### src/logic/acs_map.svh
// Purpose: named offsets, fields, reset values and counts of the conversion sequencer
// Assumes: 32-bit Avalon-MM word addressing by byte address
// Notes: included by the top module and the testbench
`ifndef ACS_MAP_SVH
`define ACS_MAP_SVH
`define ACS_OFF_CTRL 4'h0
`define ACS_OFF_CFG 4'h4
`define ACS_OFF_CHAN 4'h8
`define ACS_OFF_DATA 4'hc
`define ACS_CFG_RST 8'hf8
`define ACS_CTRL_EN 7
`define ACS_CTRL_TM 6
`define ACS_CTRL_INT 5
`define ACS_CTRL_BUSY 4
`define ACS_CTRL_CM_HI 2
`define ACS_CTRL_CM_LO 0
`define ACS_CTRL_IE 3
`define ACS_CFG_SC_HI 7
`define ACS_CFG_SC_LO 3
`define ACS_CFG_GN_HI 1
`define ACS_CFG_GN_LO 0
`define ACS_TRACK_CLKS 4'h3
`define ACS_CONV_CLKS 4'h8
`define ACS_RES_W 8
`endif

### src/logic/acs_pkg.sv
// Purpose: types of the conversion sequencer
// Assumes: constants in acs_map.svh
// Notes: start codes follow the listed source order
package acs_pkg;
	// Start-of-conversion source selection
	typedef enum logic [2:0] {
		ACS_SRC_SW,
		ACS_SRC_TMR3,
		ACS_SRC_EXT,
		ACS_SRC_TMR2,
		ACS_SRC_JOINT
	} acs_src_e;
	// Sequencer phases
	typedef enum logic [1:0] {
		ACS_IDLE,
		ACS_TRACK,
		ACS_CONV
	} acs_phase_e;
	// Analog-side controls
	typedef struct packed {
		logic power_on;
		logic track;
		logic [2:0] channel;
		logic [1:0] gain;
		logic sar_clk_en;
		logic sample;
	} acs_analog_s;
	// Whole module state
	typedef struct packed {
		logic en;
		logic tm;
		logic flag;
		logic ie;
		logic [2:0] cm;
		logic [4:0] sc;
		logic [1:0] gain;
		logic [2:0] chan;
		logic [7:0] data;
		logic [4:0] div;
		logic [3:0] cnt;
		acs_phase_e phase;
		logic [1:0] cnv_sync;
		logic cnv_prev;
		logic pend;
		logic rd_wait;
		logic [31:0] rdata;
		logic irq;
		acs_analog_s ana;
	} acs_state_s;
endpackage

### src/logic/acs_seq.sv
// Purpose: start selection, busy, completion flag and tracking of an 8-bit SAR converter
// Assumes: timer overflows are one-cycle pulses on mclk_in; convert-start is an async pin
// Notes: registers on Avalon-MM; reads take two cycles, writes one
//
// The address map and the Avalon-MM slave port were chosen for this implementation.
`timescale 1ns/1ns
`include "acs_map.svh"
module acs_seq (
	// Clock and reset
	input wire logic mclk_in,
	input wire logic rstn_in,
	// Avalon-MM slave
	input wire logic [3:0] avs_address_in,
	input wire logic avs_read_in,
	input wire logic avs_write_in,
	input wire logic [31:0] avs_writedata_in,
	output logic [31:0] avs_readdata_out,
	output logic avs_waitrequest_out,
	// Start sources and chip sleep
	input wire logic tmr2_ovf_in,
	input wire logic tmr3_ovf_in,
	input wire logic ext_start_in,
	input wire logic other_busy_wr_in,
	input wire logic sleep_in,
	// Analog core and interrupt
	input wire logic [7:0] sar_result_in,
	output acs_pkg::acs_analog_s analog_out,
	output logic irq_out
);
	import acs_pkg::*;

	acs_state_s s_q; // All registered state
	acs_state_s s_d; // Next state
	logic tick; // One converter-clock enable
	logic start; // Selected start event
	logic cnv_rise; // Synchronised external edge
	logic wr_ctrl; // Write strobe to control word
	logic [7:0] ctrl_rd; // Control word as read

	// Decode of an address match for one register
	function automatic logic hit(input logic [3:0] a, input logic [3:0] off);
		hit = (a == off);
	endfunction

	// Read mux shared by the response path
	always_comb begin
		// A latched start already reads busy, so a poll straight after the start write sees 1
		ctrl_rd = {s_q.en, s_q.tm, s_q.flag, (s_q.phase != ACS_IDLE || s_q.pend), s_q.ie, s_q.cm};
	end

	// Next-state logic
	always_comb begin
		s_d = s_q;
		wr_ctrl = avs_write_in && hit(avs_address_in, `ACS_OFF_CTRL);
		// Divider: tick once every sc+1 system clocks
		// divide by field plus one
		tick = (s_q.div == 5'h00);
		s_d.div = tick ? s_q.sc : 5'(s_q.div - 5'h01);
		// Pin passes two flops before the edge detector reads the second
		s_d.cnv_sync = {s_q.cnv_sync[0], ext_start_in};
		s_d.cnv_prev = s_q.cnv_sync[1];
		cnv_rise = s_q.cnv_sync[1] && !s_q.cnv_prev;
		// at most one source by mode field; reserved codes select none
		case (s_q.cm)
			ACS_SRC_SW: start = wr_ctrl && avs_writedata_in[`ACS_CTRL_BUSY];
			ACS_SRC_TMR3: start = tmr3_ovf_in;
			ACS_SRC_EXT: start = cnv_rise;
			ACS_SRC_TMR2: start = tmr2_ovf_in;
			ACS_SRC_JOINT: start = other_busy_wr_in;
			default: start = 1'b0;
		endcase
		start = start && s_q.en;
		// Register writes; one-cycle answer
		if (wr_ctrl) begin
			s_d.en = avs_writedata_in[`ACS_CTRL_EN];
			s_d.tm = avs_writedata_in[`ACS_CTRL_TM];
			s_d.flag = avs_writedata_in[`ACS_CTRL_INT];
			s_d.ie = avs_writedata_in[`ACS_CTRL_IE];
			s_d.cm = avs_writedata_in[`ACS_CTRL_CM_HI:`ACS_CTRL_CM_LO];
		end
		if (avs_write_in && hit(avs_address_in, `ACS_OFF_CFG)) begin
			s_d.sc = avs_writedata_in[`ACS_CFG_SC_HI:`ACS_CFG_SC_LO];
			s_d.gain = avs_writedata_in[`ACS_CFG_GN_HI:`ACS_CFG_GN_LO];
		end
		if (avs_write_in && hit(avs_address_in, `ACS_OFF_CHAN)) begin
			s_d.chan = avs_writedata_in[2:0];
		end
		// Start latches until the next converter tick
		if (start && s_q.phase == ACS_IDLE) begin
			s_d.pend = 1'b1;
		end
		// Sequencer
		case (s_q.phase)
			ACS_IDLE: begin
				if (s_q.pend && tick) begin
					s_d.pend = 1'b0;
					s_d.phase = (s_q.tm && s_q.cm != ACS_SRC_EXT) ? ACS_TRACK : ACS_CONV;
					s_d.cnt = (s_q.tm && s_q.cm != ACS_SRC_EXT) ? `ACS_TRACK_CLKS : `ACS_CONV_CLKS;
				end
			end
			ACS_TRACK: begin
				if (tick) begin
					s_d.cnt = 4'(s_q.cnt - 4'h1);
					if (s_q.cnt == 4'h1) begin
						s_d.phase = ACS_CONV;
						s_d.cnt = `ACS_CONV_CLKS;
					end
				end
			end
			ACS_CONV: begin
				if (tick) begin
					s_d.cnt = 4'(s_q.cnt - 4'h1);
					if (s_q.cnt == 4'h1) begin
						s_d.phase = ACS_IDLE;
						s_d.data = sar_result_in;
						s_d.flag = 1'b1;
					end
				end
			end
			default: s_d.phase = ACS_IDLE;
		endcase
		// Disabling aborts any conversion
		if (!s_d.en) begin
			s_d.phase = ACS_IDLE;
			s_d.pend = 1'b0;
		end
		s_d.irq = s_d.flag && s_d.ie;
		// Read response: one wait cycle then data
		s_d.rd_wait = avs_read_in && !s_q.rd_wait;
		if (avs_read_in && !s_q.rd_wait) begin
			if (hit(avs_address_in, `ACS_OFF_CTRL)) begin
				s_d.rdata = {24'h000000, ctrl_rd};
			end else if (hit(avs_address_in, `ACS_OFF_CFG)) begin
				s_d.rdata = {24'h000000, s_q.sc, 1'b0, s_q.gain};
			end else if (hit(avs_address_in, `ACS_OFF_CHAN)) begin
				s_d.rdata = {29'h00000000, s_q.chan};
			end else if (hit(avs_address_in, `ACS_OFF_DATA)) begin
				s_d.rdata = {24'h000000, s_q.data};
			end else begin
				s_d.rdata = 32'h00000000;
			end
		end
		s_d.ana.power_on = s_d.en;
		if (!s_d.en || sleep_in) begin
			s_d.ana.track = 1'b0;
		end else if (s_d.tm) begin
			// Phase is the current one, so track lines up with the converter clock pulses
			s_d.ana.track = (s_q.phase == ACS_TRACK) ||
				(s_d.cm == ACS_SRC_EXT && s_q.phase == ACS_IDLE && !s_q.cnv_sync[1]);
		end else begin
			// Track stays low through the final tick; tracking resumes one cycle later
			// Trade-off: one cycle of lost tracking against a clean hold edge
			s_d.ana.track = (s_q.phase != ACS_CONV);
		end
		s_d.ana.channel = s_d.chan;
		s_d.ana.gain = s_d.gain;
		s_d.ana.sar_clk_en = tick && (s_q.phase == ACS_CONV);
		s_d.ana.sample = (s_q.phase == ACS_CONV) && tick && (s_q.cnt == 4'h1);
	end

	// Single state register
	always_ff @(posedge mclk_in or negedge rstn_in) begin
		if (!rstn_in) begin
			s_q <= '0;
			// gain 0.5 and divider all ones after reset
			s_q.sc <= 5'(`ACS_CFG_RST >> `ACS_CFG_SC_LO);
			s_q.gain <= 2'h0;
			s_q.phase <= ACS_IDLE;
		end else begin
			s_q <= s_d;
		end
	end

	assign avs_readdata_out = s_q.rdata;
	assign avs_waitrequest_out = avs_read_in && !s_q.rd_wait;
	assign analog_out = s_q.ana;
	assign irq_out = s_q.irq;

	// Busy stays high across the full conversion
	busy_hold_a: assert property (@(posedge mclk_in) disable iff (!rstn_in)
		(s_q.phase == ACS_CONV && s_q.cnt > 4'h1) |=> (s_q.phase == ACS_CONV))
		else $error("busy dropped early");
	// Completion sets the flag
	flag_set_a: assert property (@(posedge mclk_in) disable iff (!rstn_in)
		($past(s_q.phase) == ACS_CONV && s_q.phase == ACS_IDLE && s_q.en) |-> s_q.flag)
		else $error("flag not set at completion");
	// Result captured at completion
	data_cap_a: assert property (@(posedge mclk_in) disable iff (!rstn_in)
		(s_q.phase == ACS_CONV && tick && s_q.cnt == 4'h1 && s_d.en) |=>
		(s_q.data == $past(sar_result_in)))
		else $error("result not stored");
	// Disabled means shutdown
	power_off_a: assert property (@(posedge mclk_in) disable iff (!rstn_in)
		!s_q.en |-> (!analog_out.power_on && !analog_out.track))
		else $error("powered while disabled");
	// Reserved codes never start
	reserved_mode_a: assert property (@(posedge mclk_in) disable iff (!rstn_in)
		(s_q.cm > 3'h4 && s_q.phase == ACS_IDLE && !s_q.pend && !wr_ctrl) |=> !s_q.pend)
		else $error("reserved mode started");
	// Low-power start outside external mode goes through tracking
	lp_track_a: assert property (@(posedge mclk_in) disable iff (!rstn_in)
		(s_q.phase == ACS_IDLE && s_d.phase == ACS_TRACK) |=> (s_q.cnt == 4'h3))
		else $error("tracking length wrong");
	// Divider period
	divider_a: assert property (@(posedge mclk_in) disable iff (!rstn_in)
		(tick && s_q.sc == 5'h01) |=> (!tick ##1 tick))
		else $error("divider period wrong");
	// Interrupt follows enabled flag
	irq_gate_a: assert property (@(posedge mclk_in) disable iff (!rstn_in)
		(s_q.flag && s_q.ie) |-> irq_out)
		else $error("interrupt missing");
	// Timer 3 start latches
	tmr3_start_a: assert property (@(posedge mclk_in) disable iff (!rstn_in)
		(s_q.cm == 3'h1 && s_q.en && tmr3_ovf_in && s_q.phase == ACS_IDLE && !wr_ctrl)
		|=> (s_q.pend || s_q.phase != ACS_IDLE))
		else $error("timer 3 start lost");

	// Checks below watch the analog controls and the remaining start sources.
	// Each start check except the software one excludes a control write in the
	// same cycle, because such a write may disable the
	// converter, and then the start is rightly dropped.
	// Register outputs are compared with the state that they were copied from,
	// so a missed copy or a stale struct field shows up at once.

	// Converter clock pulses never come while tracking
	// A pulse with track high would sample a moving input
	track_conv_a: assert property (@(posedge mclk_in) disable iff (!rstn_in)
		analog_out.sar_clk_en
		|-> !analog_out.track)
		else $error("tracking while converting");
	// Chip sleep stops tracking
	// Sleep is a level, so the next output already follows it
	sleep_track_a: assert property (@(posedge mclk_in) disable iff (!rstn_in)
		sleep_in
		|=> !analog_out.track)
		else $error("tracking during sleep");
	// Channel output follows the channel register
	// A stale channel would convert the wrong input
	chan_out_a: assert property (@(posedge mclk_in) disable iff (!rstn_in)
		1'b1
		|-> (analog_out.channel == s_q.chan))
		else $error("channel output stale");
	// Gain output follows the gain field
	// Code 0 is the half gain that reset leaves
	gain_out_a: assert property (@(posedge mclk_in) disable iff (!rstn_in)
		1'b1
		|-> (analog_out.gain == s_q.gain))
		else $error("gain output stale");
	// Power follows the enable bit
	// Both come from the same next-state value
	power_on_a: assert property (@(posedge mclk_in) disable iff (!rstn_in)
		s_q.en
		|-> analog_out.power_on)
		else $error("enabled but powered down");
	// Software busy write latches a start
	// The same write must leave the converter enabled
	sw_start_a: assert property (@(posedge mclk_in) disable iff (!rstn_in)
		(s_q.cm == 3'h0 && s_q.en && wr_ctrl && avs_writedata_in[`ACS_CTRL_BUSY] &&
		avs_writedata_in[`ACS_CTRL_EN] && s_q.phase == ACS_IDLE)
		|=> (s_q.pend || s_q.phase != ACS_IDLE))
		else $error("software start lost");
	// Timer 2 start latches
	// Overflow pulses last one cycle, so a miss is never retried
	tmr2_start_a: assert property (@(posedge mclk_in) disable iff (!rstn_in)
		(s_q.cm == 3'h3 && s_q.en && tmr2_ovf_in && s_q.phase == ACS_IDLE && !wr_ctrl)
		|=> (s_q.pend || s_q.phase != ACS_IDLE))
		else $error("timer 2 start lost");
	// External edge start latches
	// The edge is taken after the synchroniser
	ext_start_a: assert property (@(posedge mclk_in) disable iff (!rstn_in)
		(s_q.cm == 3'h2 && s_q.en && cnv_rise && s_q.phase == ACS_IDLE && !wr_ctrl)
		|=> (s_q.pend || s_q.phase != ACS_IDLE))
		else $error("external start lost");
	// Joint start latches
	// The other converter's busy write arrives as a one-cycle pulse
	joint_start_a: assert property (@(posedge mclk_in) disable iff (!rstn_in)
		(s_q.cm == 3'h4 && s_q.en && other_busy_wr_in && s_q.phase == ACS_IDLE && !wr_ctrl)
		|=> (s_q.pend || s_q.phase != ACS_IDLE))
		else $error("joint start lost");
	// Conversion loads the fixed tick count
	// The count covers at least one tick per result bit
	conv_len_a: assert property (@(posedge mclk_in) disable iff (!rstn_in)
		(s_q.phase != ACS_CONV && s_d.phase == ACS_CONV)
		|=> (s_q.cnt == `ACS_CONV_CLKS))
		else $error("conversion length wrong");
	// External low-power mode tracks while the pin is low
	// Conversion then starts directly on the edge
	ext_lp_a: assert property (@(posedge mclk_in) disable iff (!rstn_in)
		(s_q.en && s_q.tm && s_q.cm == 3'h2 && s_q.phase == ACS_IDLE && !sleep_in &&
		!s_q.cnv_sync[1] && !wr_ctrl)
		|=> analog_out.track)
		else $error("no tracking while pin low");
	// Tracking period hands over to conversion
	// Only a disabling write may cut it short
	lp_handover_a: assert property (@(posedge mclk_in) disable iff (!rstn_in)
		(s_q.phase == ACS_TRACK && tick && s_q.cnt == 4'h1 && s_q.en && !wr_ctrl)
		|=> (s_q.phase == ACS_CONV))
		else $error("tracking did not hand over");
	// A control read during a conversion shows busy
	// The read word is captured in the first request cycle
	busy_read_a: assert property (@(posedge mclk_in) disable iff (!rstn_in)
		(avs_read_in && !s_q.rd_wait && hit(avs_address_in, `ACS_OFF_CTRL) &&
		s_q.phase != ACS_IDLE)
		|=> avs_readdata_out[`ACS_CTRL_BUSY])
		else $error("busy not read back");
	// The result strobe falls on a converter tick
	// A strobe between ticks would sample an unfinished result
	sample_tick_a: assert property (@(posedge mclk_in) disable iff (!rstn_in)
		analog_out.sample
		|-> analog_out.sar_clk_en)
		else $error("sample off a tick");
endmodule

### config.mk
export PLATFORM = sky130hd
export DESIGN_NAME = acs_seq
export DESIGN_NICKNAME = d
export VERILOG_FILES = /design/src/logic/acs_pkg.sv /design/src/logic/acs_seq.sv
export VERILOG_INCLUDE_DIRS = /design/src /design/src/logic
export SDC_FILE = /design/constraint.sdc
export NUM_CORES = 1
export LEC_CHECK = 0
export BUFFER_PORTS_ARGS = -buffer_cell sky130_fd_sc_hd__buf_4
export CAP_MARGIN = 20
export CORE_MARGIN = 5
export CORE_UTILIZATION = 55
export DETAILED_ROUTE_END_ITERATION = 8
export GPL_TIMING_DRIVEN = 0
export PLACE_DENSITY_LB_ADDON = 0.05
export SLEW_MARGIN = 20
export SYNTH_ARGS = -nofsm -noshare
export SYNTH_HDL_FRONTEND = slang
export SYNTH_SLANG_ARGS = --single-unit
### constraint.sdc
create_clock -name mclk_in -period 5 [get_ports mclk_in]
set_input_delay 0.5 -clock mclk_in [delete_from_list [all_inputs] [get_ports mclk_in]]
set_output_delay 0.5 -clock mclk_in [all_outputs]
set_load 0.01 [all_outputs]
======== Word-level counts from Yosys, hierarchy flattened ========
Index checks and enable logic that the tools add are counted.
word-level totals
  output and inout port bits .............. 43
  logic and storage cells ................. 101
  bits of input ports ..................... 53
  bits in registers ....................... 77
operators by class
  equal/unequal tests ..................... 21
  reductions and logical operators ........ 31
  add/subtract/negate cells ............... 2
  multiplexer cells ....................... 26
operators by type and width
  kind                                                                 count
  8-bit two-way mux                                                    4
  6-bit two-way mux                                                    4
  1-bit logical AND                                                    15
  3-bit != test (second input constant)                                4
  4-bit case mux with 3 select lines                                   1
  3-bit by 2-bit == test with 1-bit output (second input constant)     3
  1-bit two-way mux                                                    9
  4-bit == test (second input constant)                                2
  7-bit two-way mux                                                    1
  2-bit two-way mux                                                    3
  2-bit != test (second input constant)                                3
  3-bit by 2-bit != test with 1-bit output (second input constant)     2
  2-bit case mux with 3 select lines                                   1
  5-bit logical NOT                                                    1
  5-bit two-way mux                                                    1
  1-bit case mux with 5 select lines                                   1
  5-bit AND reduction                                                  1
  5-bit by 1-bit subtractor with 5-bit output (second input constant)  1
  4-bit by 1-bit == test with 1-bit output (second input constant)     1
  4-bit by 3-bit == test with 1-bit output (second input constant)     1
  1-bit logical NOT                                                    4
  4-bit logical NOT                                                    1
  4-bit two-way mux                                                    1
  4-bit AND reduction                                                  1
  other kinds (12)                                                     14

======== Logic depth before layout (Yosys ltp) ========
Gate-level depths: netlist (run 1).
  word-level depth ........................ 10
  depth in mapped cells ................... 7
  mapped depth without buffers ............ 6

======== Least setup slack after synthesis (run 1) ========
Ideal clock, no wire load.
  path type ............................... input port to flip-flop
  start point ............................. input port avs_address_in[3]
  end point ............................... register s_q, in the netlist irq_out
  library setup time ...................... 0.125 ns
  data required time ...................... 4.875 ns
  stages .................................. 5
  arrival ................................. 1.841 ns
  buffers on the path ..................... 1
  setup slack ............................. 3.033 ns
  cell sequence ........................... buf_6 > or4b_4 > nor2_4 > mux2_2 > a21boi_2
RTL lines
  item                RTL line       RTL
  start: declaration  acs_seq.sv:13  input wire logic [3:0] avs_address_in,
  end: declaration    acs_seq.sv:32  acs_state_s s_q;

======== Worst setup path after layout (run 1) ========
  start point ............................. register s_q[53] in the netlist's numbering
  end point ............................... register s_q[50] in the netlist's numbering
on the way
  cells in the longest elaborated chain, start to end .. 4
  elaborated cells on any way between the ends .. 6
  classes of those cells .................. eq/ne (3); reduce/logical (3)
RTL lines
  item                                                RTL line       RTL
  5-bit logical NOT (*)                               acs_seq.sv:57  tick = (s_q.div == 5'h00);
  1-bit logical AND                                   acs_seq.sv:95  if (s_q.pend && tick) begin
  2-bit by 1-bit != test with 1-bit output (no line)  -
  4-bit AND reduction (no line) (*)                   -
Mark *: on every way between the ends. The rest lies on a longest branch, timed or not.
A chain may end at the register's enable or synchronous reset.

==> impl_results.md, run 1 <==
* Status: finished clean
* Worst-Skew Late Latency at 0.31 ns
* Final hold violations at 0
* Pre-Repair DR Iteration Count at 4
* Post-place instance area at about 3400 um^2
* # IOs at 96
* Vias in the first global route at 1999
* Post-place setup slack at ~2.8 ns
* Pwr/cell area at about 380 nW/um^2
* Gp weighted congestion at 0.826
* Vias at about 2100
* CTS Buf Count at 5
* Die X at around 83 um
* Initial antenna violation count at 0
* Layout net count at roughly 400
* Reg-to-Reg End: s_q[50]
* DR WL met2 at about 2700 um
* Iteration-0 DRC Markers at 104
* Worst R2R Start: s_q[53]
* Root cell of the clock tree: clkbuf_8
* Share of cells above drive strength 1 at 41.9%
* Post-Layout Inst Area at roughly 3600 um^2
* Port Buf Inserts at 45
* H-tree level count at 2
* Post-cts sizing count at 0
* Worst Skew at just over 0.006 ns
* Synth unique cells at 52
* Critical path launch point type: flip-flop
* Gr usage total at 16.7%
* Relative slew margins at 37.7%
* Die area at ~6900 um^2
* R2R cell count at 6
* Total wire length at 5650 um
* Max-slew violations at 0
* Avg Cell Area, Syn at ~11 um^2
* Setup Fix Bufs, Post-CTS at 0
* RSZ-0062 raised after global routing: false
* Final setup fails at 0
* Data required, critical path at about 5.2 ns
* Max Fclk at 453 MHz
* Worst hold margin at ~0.22 ns
* Crit. End Element: flip-flop
* Die Span Y at 83.1 um
* Synthesized area at roughly 2900 um^2
* Hold Buf Count CTS at 0
* Final cell count without fillers at 409
* Largest net degree at the start of global routing at 54
* Synth Flop Type: dfrtp_1
* DRC errors left at 0
* Warnings, synthesis at 0
* Synthesized instance count at ~260
* Top Layer Used: met4
* Placed insts at about 400
* Critical-path maximum fanout at 10
* Slew @ Worst Pin at approximately 0.93 ns
* Worst Slack Setup Final at 2.79 ns
* CTS max path bufs at 2
* Setup TNS Final at 0 ns
* Antenna cells at 0
* CTS tree: yes
* HP Class: in2async
* Clock transition at path regs at ~0.1 ns
* Initial Utilization at a little under three fifths
* Met1 WL at 2540 um
* Flops & latches, synth at 53
* Core ar. at 5140 um^2
* Routed len/inst at 13.8 um
* Routed Antenna Nets at 0
* Peak VDD IR at 222 uV
* Pleak at 1.75 nW
* Number of max-cap violations at 0
* DR WL met3 at just over 300 um
* Hpwl dp at roughly 4300 um
* Area grow syn2layout at 22.1%
* Worst Setup Path Type: reg2reg
* GRT overflow at 0
* Sinks on the clock net at 53
* Final period utilization at between 40 and 50%
* Vias per cell at approximately 5
* EDFF count, synth at 0
* Row count at 26
* Worst Path Arrival at between 2 and 2.5 ns
* First-pass GRT wire length at 9460 um
* Sequential area share after synthesis at between 40% and 50%
* Fin crit period at 2.21 ns
* Share of flip-flops with an asynchronous set or reset at 100%
* R2r setup slk at approximately 2.8 ns
-- registers in the layout (all words and copies together) (netlist names) --
| name | flops |
|---|---|
| s_q | 27 |
| analog_out | 9 |
| avs_readdata_out | 8 |
| ctrl_rd | 6 |
| s_d | 2 |
| irq_out | 1 |
-- synthesized netlist by cell type, types with 3 or more instances --
master / n / share of area (%)
dfrtp_1: 48 / 41
buf_4: 41 / 10
mux2_2: 26 / 10
inv_1: 15 / 1.9
o21ai_0: 12 / 2.0
nand2_1: 11 / 1.4
a21oi_1: 10 / 1.7
a22o_1: 9 / 2.7
ha_1: 8 / 3.4
mux2i_1: 7 / 2.4
nand3_1: 7 / 1.2
nor2_1: 6 / 0.77
nor3_1: 6 / 1.0
dfstp_2: 5 / 4.5
nand2b_1: 3 / 0.64
-- layer usage --
layer | GRT usage (%) | vias to the layer above
met4 | 3.86 | 0
met5 | 0 | -
met1 | 21.2 | 985
met2 | 28.1 | 53
met3 | 4.75 | 6
li1 | - | 1011
-- report_power, final --
group          switching [mW]  internal [mW]  leakage (nW)  total, mW
combinational           0.190          0.227          1.03      0.417
clock                   0.145          0.201        0.0687      0.346
sequential             0.0868          0.524         0.655      0.611
total                   0.422          0.952          1.75       1.37
-- critical path, stage by stage (launching register included) --
cell and delay, ns:
dfrtp_1 0.42, inv_1 0.09, ha_1 0.20, nor4b_4 0.49
a21oi_1 0.21, nor2_1 0.31, mux2_2 0.38
-- metrics by stage --
stage	util (%)	power, mW
2_1_floorplan	-	0.907
3_3_place_gp	67.1	1.02
3_5_place_dp	67.1	1.03
4_1_cts	69.8	1.38
5_1_grt	69.8	1.47
6_report	69.8	1.37
-- kinds of logic after synthesis --
family                   after synthesis  synth area share [%]
buffers and inverters                 62                  13.7
XOR/XNOR                               2                 0.597
AO/OA/AOI/OAI                         50                  11.9
AND/OR/NAND/NOR                       52                  11.0
multiplexers                          35                  13.9
flip-flops                            53                  45.4
adder cells (fa/ha/maj)                8                  3.41
other                                  1                 0.128
-- cells in the final DEF, fill, tap and decap left out, types with 3 or more instances in the layout --
cell / synthesis / final
buf_4: 41 / 86
dfrtp_1: 48 / 48
mux2_2: 26 / 26
conb_1: 1 / 24
inv_1: 15 / 15
o21ai_0: 12 / 12
nand2_1: 11 / 11
a21oi_1: 10 / 10
a22o_1: 9 / 9
ha_1: 8 / 8
nand3_1: 7 / 7
mux2i_1: 7 / 7
nor2_1: 6 / 6
nor3_1: 6 / 6
clkbuf_8: 0 / 5
dfstp_2: 5 / 5
nand2b_1: 3 / 3
-- how the worst max path moves through the flow --
| stage | startpoint | end | slack [ns] | cells past startpoint |
|---|---|---|---|---|
| CTS | s_q[53] | s_q[50] | 2.80 | 6 |
| global route | s_q[53] | s_q[50] | 2.65 | 6 |
| finish | s_q[53] | s_q[50] | 2.79 | 6 |
| detailed placement | s_q[53] | s_q[50] | 2.82 | 6 |
| floorplan | avs_address_in[3] | irq_out | 3.03 | 5 |
| global placement | avs_address_in[2] | analog_out[3] | 2.84 | 4 |
-- layout make-up --
| class | instances | area (um^2) |
|---|---|---|
| inverter | 15 | 56.3 |
| buffer | 47 | 347 |
| fill | 396 | 1550 |
| timing repair buffer | 45 | 338 |
| tap | 70 | 87.6 |
| multi-input combinational | 171 | 1290 |
| sequential | 53 | 1330 |
| clock buffer | 5 | 68.8 |
| clock inverter | 3 | 68.8 |
Power figures use the tool's default switching activity.
==> run 2: changes to the inputs <==
--- a/config.mk
+++ b/config.mk
@@ -9,7 +9,7 @@
 export BUFFER_PORTS_ARGS = -buffer_cell sky130_fd_sc_hd__buf_4
 export CAP_MARGIN = 20
 export CORE_MARGIN = 5
-export CORE_UTILIZATION = 55
+export CORE_UTILIZATION = 46
 export DETAILED_ROUTE_END_ITERATION = 8
 export GPL_TIMING_DRIVEN = 0
 export PLACE_DENSITY_LB_ADDON = 0.05
==> constraint.sdc (replaced) <==
create_clock -name mclk_in -period 1.9 [get_ports mclk_in]
set_input_delay 0.19 -clock mclk_in [delete_from_list [all_inputs] [get_ports mclk_in]]
set_output_delay 0.19 -clock mclk_in [all_outputs]
set_load 0.01 [all_outputs]
==> run 2 against run 1 <==
Net effect:
- largest power group unchanged
- cell area increased by 2.5%
- register-to-register slack worse by 2.7 ns
- non-clock buffer count increased by 8
- global-route usage fell by 1.3 points
- hold slack got worse by 0.17 ns
- fmax increased by 21%
- core utilization down 11 points
- die area increased by 17%
- setup slack got worse by 2.7 ns
==> impl_results.md, run 2 (synthesis results as in run 1) <==
* Pleak at 1.79 nW (+1.9%)
* Die X at 89.9 um (+8.2%)
* Routed Antenna Nets at 0 (unchanged)
* Fillers at 571 (+44%)
* Port Buf Inserts at 45 (unchanged)
* Worst hold margin at 0.0459 ns (-0.171 ns)
* # IOs at 96 (unchanged)
* Final hold violations at 0 (unchanged)
* Pre-Repair DR Iteration Count at 4 (unchanged)
* Gp weighted congestion at 0.735 (-11%)
* Setup TNS Final at 0 ns (unchanged)
* Critical-path maximum fanout at 10 (unchanged)
* Share of cells above drive strength 1 at 44.7% (+2.8 points)
* Vias per cell at 4.91 (-2.3%)
* Top reg by flops: s_q
* Status: finished clean
* Fin crit period at 1.82 ns (-0.389 ns)
* Worst Setup Path Type: reg2reg
* Final setup fails at 0 (unchanged)
* Critical path launch point type: flip-flop
* Max reg flops at 27 (unchanged)
* Worst Path Arrival at 2.02 ns (-0.38 ns)
* CTS tree: yes
* Row count at 29 (+12%)
* Area grow syn2layout at 25.2%
* Worst Skew at 0.0132 ns (+0.00701 ns)
* Post-Layout Inst Area at 3680 um^2 (+2.5%)
* GRT overflow at 0 (unchanged)
* Initial Utilization at 46.8% (-10 points)
* Die Span Y at 89.9 um (+8.2%)
* Relative slew margins at 55.5% (+18 points)
* Worst-Skew Late Latency at 0.31 ns (about the same)
* Critical path's slowest cell: dfrtp_1
* Hold path cells at 2
* Slew @ Worst Pin at 0.667 ns (-0.260 ns)
* Layout net count at 407 (+2.0%)
* Routed len/inst at 14.4 um (+4.3%)
* Core ar. at 6280 um^2 (+22%)
* First-pass GRT wire length at 10300 um (+8.8%)
* Crit. End Element: flip-flop
* Total wire length at 6110 um (+8.1%)
* Antenna cells at 0 (unchanged)
* CP cell instances: inv_1, ha_4, nor4b_4, buf_4, and2_4, nand2_2, buf_8, mux2_2
* R2R cell count at 8 (+2)
* Peak VDD IR at 438 uV (+98%)
* Largest net degree at the start of global routing at 54 (unchanged)
* Most frequent cells in the layout: buf_4 (92), dfrtp_1 (47), mux2_2 (26)
* Vias in the first global route at 2084 (+4.3%)
* Data required, critical path at 2.10 ns (-3.10 ns)
* Iteration-0 DRC Markers at 67 (-36%)
* Crit path largest cell delay at 0.41 ns (-0.08 ns)
* H-tree level count at 2 (unchanged)
* FF+latch area at 1330 um^2 (about the same)
* Root cell of the clock tree: clkbuf_8
* Util after Layout at 58.6% (-11 points)
* DRC errors left at 0 (unchanged)
* Max Fclk at 550 MHz (+21%)
* Multi-input gate area at 1320 um^2 (+2.8%)
* Sinks on the clock net at 53 (unchanged)
* Clock transition at path regs at 0.10 ns (about the same)
* Die area at 8080 um^2 (+17%)
* Hpwl dp at 4560 um (+5.4%)
* Commonest non-fill, non-tap cell in the layout: buf_4
* Max-slew violations at 0 (unchanged)
* Number of max-cap violations at 0 (unchanged)
* Final period utilization at 95.7% (+52 points)
* Vias at 2082 (+1.3%)
* Gr usage total at 15.4% (-1.3 points)
* CTS max path bufs at 2 (unchanged)
* Post-place instance area at 3460 um^2 (+0.25%)
* CTS Buf Count at 5 (unchanged)
* HP Class: in2reg
* Pwr/cell area at 983 nW/um^2 (+160%)
* Initial antenna violation count at 0 (unchanged)
==> run 2: changes by cell type in the layout (fill, tap and decap cells not counted), sizes merged <==
cell / previous run / this run
buf: 90 / 96
clkinv: 0 / 1
bufinv: 2 / 1
dlygate4sd3: 0 / 2
==> run 2: routing by layer <==
layer	routed length (um)	track usage (%)	up-vias	part of all wire (%)
met5	0	0	-	0
met4	38	3.72	0	0.62
met3	292	4.34	2	4.8
met2	2980	24.6	48	49
met1	2800	20.6	1005	46
li1	-	-	1027	-
==> run 2: final timing paths <==
path                           from  slack, ns             to
min reg2reg                 s_d[46]       0.36        s_d[44]
min                        sleep_in       0.05  analog_out[7]
max                         s_q[53]       0.08        s_q[64]
min in group asynchronous   rstn_in       0.48  analog_out[5]
max reg2reg                 s_q[53]       0.08        s_q[64]
max in group asynchronous   rstn_in       0.96     ctrl_rd[0]
==> run 2: per-stage QoR <==
stage | setup WS, ns | power [mW] | std cells
after global routing | -0.0231 | 3.87 | 424
after global placement | -0.241 | 2.71 | 408
after CTS | 0.00172 | 3.55 | 420
after floorplan | 0.0462 | 2.39 | 286
final | 0.0812 | 3.61 | 424
after detailed placement | -0.301 | 2.74 | 408
==> run 2: report_power, final <==
| part | internal, mW | switching, mW | total [mW] |
|---|---|---|---|
| Clock | 0.395 | 0.374 | 0.769 |
| Combinational | 0.679 | 0.559 | 1.24 |
| Sequential | 1.38 | 0.227 | 1.61 |
| Total | 2.45 | 1.16 | 3.61 |
==> run 2: final cells by class <==
class | instances | share of cell area [%]
Buffer | 47 | 9.53
Clock buffer | 5 | 1.87
Clock inverter | 3 | 1.19
Inverter | 15 | 1.53
Multi-Input combinational cell | 171 | 36.0
Sequential cell | 53 | 36.3
Tap cell | 77 | 2.62
Timing Repair Buffer | 53 | 11.0
==> run 2: worst max-delay path, delay by kind of cell, from the launching register on <==
family,cells,cell delay (ns)
adder cells (fa/ha/maj),1,0.16
buffers and inverters,3,0.48
flip-flops,1,0.41
multiplexers,1,0.27
AND/OR/NAND/NOR,3,0.40
==> run 2: what timing repair did <==
item | 4_1_cts | 5_1_grt
setup buffers | 2 | 4
pin swaps | 0 | 2
hold buffers | 2 | 0
setup endpoints to repair | 15 | 20
gates resized for setup | 2 | 9
endpoints found under the hold margin | 49 | 0
==> run 3: changes to the inputs <==
--- a/config.mk
+++ b/config.mk
@@ -8,8 +8,8 @@
 export LEC_CHECK = 0
 export BUFFER_PORTS_ARGS = -buffer_cell sky130_fd_sc_hd__buf_4
 export CAP_MARGIN = 20
-export CORE_MARGIN = 5
-export CORE_UTILIZATION = 46
+export CORE_MARGIN = 2
+export CORE_UTILIZATION = 51
 export DETAILED_ROUTE_END_ITERATION = 8
 export GPL_TIMING_DRIVEN = 0
 export PLACE_DENSITY_LB_ADDON = 0.05
==> constraint.sdc (replaced) <==
create_clock -name mclk_in -period 1.7 [get_ports mclk_in]
set_input_delay 0.17 -clock mclk_in [delete_from_list [all_inputs] [get_ports mclk_in]]
set_output_delay 0.17 -clock mclk_in [all_outputs]
set_load 0.01 [all_outputs]
==> run 3 against run 2 <==
Net effect:
- critical path type unchanged
- total power is 16% higher
- the flow now finishes with violations (negative setup slack)
- hold slack worse by 0.027 ns
- critical endpoint is now s_q[49]
- routed wire length is 4.9% higher
- sequential power is 12% higher
- clock skew is 0.0037 ns lower
- count of clock-buffer cells in the layout stayed put
- cell count is 2.4% higher
- highest routed layer unchanged
==> impl_results.md, run 3 (synthesis results as in run 1) <==
* R2r setup slk at -0.06 ns (-0.14 ns)
* Worst Setup Path Type: reg2reg
* Die area at 6380 um^2 (-21%)
* Sw frac at 34.4% (+2.3 points)
* HP Start: sleep_in
* Clock transition at path regs at 0.09 ns (about the same)
* Total Power at 4.21 mW (+16%)
* Number of max-cap violations at 0 (unchanged)
* CTS Buf Count at 5 (unchanged)
* Initial antenna violation count at 0 (unchanged)
* Max-slew violations at 0 (unchanged)
* Combinational share of power at 39.6% (+5.4 points)
* Port Buf Inserts at 45 (unchanged)
* Final hold violations at 0 (unchanged)
* Layout net count at 422 (+3.7%)
* Gp weighted congestion at 0.728 (-0.93%)
* CP top delay family: flip-flops
* Post-place instance area at 3450 um^2 (-0.11%)
* Critical-path maximum fanout at 4 (-6)
* Fillers at 430 (-25%)
* Total wire length at 6400 um (+4.9%)
* Buf/Inv on CP at 3 (unchanged)
* Met1 WL at 2710 um (-3.1%)
* Sinks on the clock net at 53 (unchanged)
* Area grow syn2layout at 33.7%
* Sequential group share of total power at 43.1% (-1.4 points)
* R2R cell count at 8 (unchanged)
* H-tree level count at 2 (unchanged)
* Crit. End Element: flip-flop
* Die Span Y at 79.9 um (-11%)
* Die X at 79.9 um (-11%)
* Antenna cells at 0 (unchanged)
* Pleak at 1.90 nW (+6.3%)
* Commonest non-fill, non-tap cell in the layout: buf_4
* Routed Antenna Nets at 0 (unchanged)
* Hold path cells at 2 (unchanged)
* Vias in the first global route at 2109 (+1.2%)
* DRC errors left at 0 (unchanged)
* Max Fclk at 568 MHz (+3.4%)
* Worst R2R Start: s_q[53]
* CP cell instances: inv_2, ha_4, nor4b_4, buf_4, buf_6, a21oi_4, nor2_4, mux2_4
* Routed len/inst at 14.8 um (+2.4%)
* Data required, critical path at 1.90 ns (-0.20 ns)
* Setup TNS Final at -0.318 ns (-0.318 ns)
* Final period utilization at 103% (+7.7 points)
* Worst Path Arrival at 1.95 ns (-0.07 ns)
* HP Class: in2reg
* Worst Skew at 0.00950 ns (-0.00372 ns)
* Hpwl dp at 4330 um (-5.0%)
* Pwr/cell area at 1070 nW/um^2 (+9.1%)
* Reg-to-Reg End: s_q[49]
* Relative slew margins at 55.7% (+0.14 points)
* Fin crit period at 1.76 ns (-0.0598 ns)
* Post-Layout Inst Area at 3930 um^2 (+6.8%)
* Post-place setup slack at -0.415 ns (-0.114 ns)
* Final setup fails at 11 (+11)
* Critical path launch point type: flip-flop
* Initial Utilization at 53.0% (+6.2 points)
* FF+latch area at 1330 um^2 (unchanged)
* CTS tree: yes
* Status: complete, but fails checks
* Critical path's slowest cell: dfrtp_1
* Net switching power at 1.45 mW (+25%)
* Iteration-0 DRC Markers at 36 (-46%)
* Slew @ Worst Pin at 0.665 ns (-0.00211 ns)
* Pre-Repair DR Iteration Count at 4 (unchanged)
* DR WL met2 at 3420 um (+15%)
* Max reg flops at 27 (unchanged)
* Vias per cell at 5.03 (+2.5%)
* DR WL met3 at 234 um (-20%)
* First-pass GRT wire length at 10000 um (-2.7%)
* Peak VDD IR at 695 uV (+59%)
* Clock power share at 17.3% (-4.0 points)
* Worst-Skew Late Latency at 0.31 ns (about the same)
* Failing checks: negative setup slack
* GRT overflow at 0 (unchanged)
* Core ar. at 5540 um^2 (-12%)
* Multi-input gate area at 1450 um^2 (+9.5%)
* Top reg by flops: s_q
* Hold Path Sink: analog_out[7]
* Vias at 2185 (+4.9%)
* RSZ-0062 raised after global routing: true
* CTS max path bufs at 2 (unchanged)
* Worst Slack Setup Final at -0.0591 ns (-0.140 ns)
* Gr usage total at 20.5% (+5.1 points)
* Row count at 27 (-6.9%)
* # IOs at 96 (unchanged)
* Share of cells above drive strength 1 at 51.7% (+7.0 points)
* Largest net degree at the start of global routing at 54 (unchanged)
* Most frequent cells in the layout: buf_4 (101), dfrtp_1 (47), mux2_2 (24), conb_1 (24), inv_1 (13)
* Crit path largest cell delay at 0.41 ns (about the same)
* Cell internal pwr at 2.76 mW (+13%)
* Root cell of the clock tree: clkbuf_8
* Top Layer Used: met4
==> run 3: layout make-up <==
cell class | instances | area share (%)
clock inverters | 3 | 0.542
well taps | 72 | 2.30
repair buffers | 68 | 14.1
clock buffers | 5 | 1.75
flip-flops and latches | 53 | 34.0
multi-input cells | 171 | 36.9
inverters | 15 | 1.43
plain buffers | 47 | 8.93
==> run 3: metrics by stage <==
step                cells  hold slack (ns)  util (%)
floorplan             286           -0.126         -
global placement      403            0.247      62.3
detailed placement    403            0.249      62.3
CTS                   427           0.0112      68.5
global route          434          0.00593      70.8
finish                434           0.0189      70.8
==> run 3: what timing repair did <==
item | CTS | global route
endpoints found under the hold margin | 49 | 0
hold buffers | 2 | 0
gates cloned | 1 | 0
resized for setup | 27 | 16
endpoints found under the setup margin | 27 | 17
setup buffers | 13 | 7
pin swaps | 6 | 13
==> run 3: per-layer routing <==
layer | vias to the layer above | global-route usage [%]
li1 | 1060 | -
met1 | 1070 | 25.5
met2 | 51 | 36.2
met3 | 4 | 4.30
met4 | 0 | 4.92
met5 | - | 0
==> run 3: power groups by stage <==
stage	logic [mW]	registers, mW	clock network [mW]
detailed placement	1.24	1.82	0
global route	1.83	1.85	0.797
floorplan	0.923	1.75	0
finish	1.67	1.81	0.729
global placement	1.21	1.81	0
CTS	1.51	1.80	0.741
==> run 3: worst max-delay path by stage <==
stage	slack, ns	to	from	cells after the start
3_3_place_gp	-0.39	s_q[49]	s_q[53]	6
2_1_floorplan	-0.11	s_q[49]	s_q[53]	6
4_1_cts	-0.02	s_q[61]	s_q[53]	8
6_report	-0.06	s_q[49]	s_q[53]	8
3_5_place_dp	-0.41	s_q[49]	s_q[53]	6
5_1_grt	-0.14	s_q[47]	s_q[53]	8
==> run 3: worst register-to-register path: cells and delay by family, from the launching register on <==
kind	cells	cell delay [ns]
compound gates	1	0.08
mux	1	0.31
fa+ha+maj	1	0.14
simple gates	2	0.32
flops	1	0.41
buf+inv	3	0.39
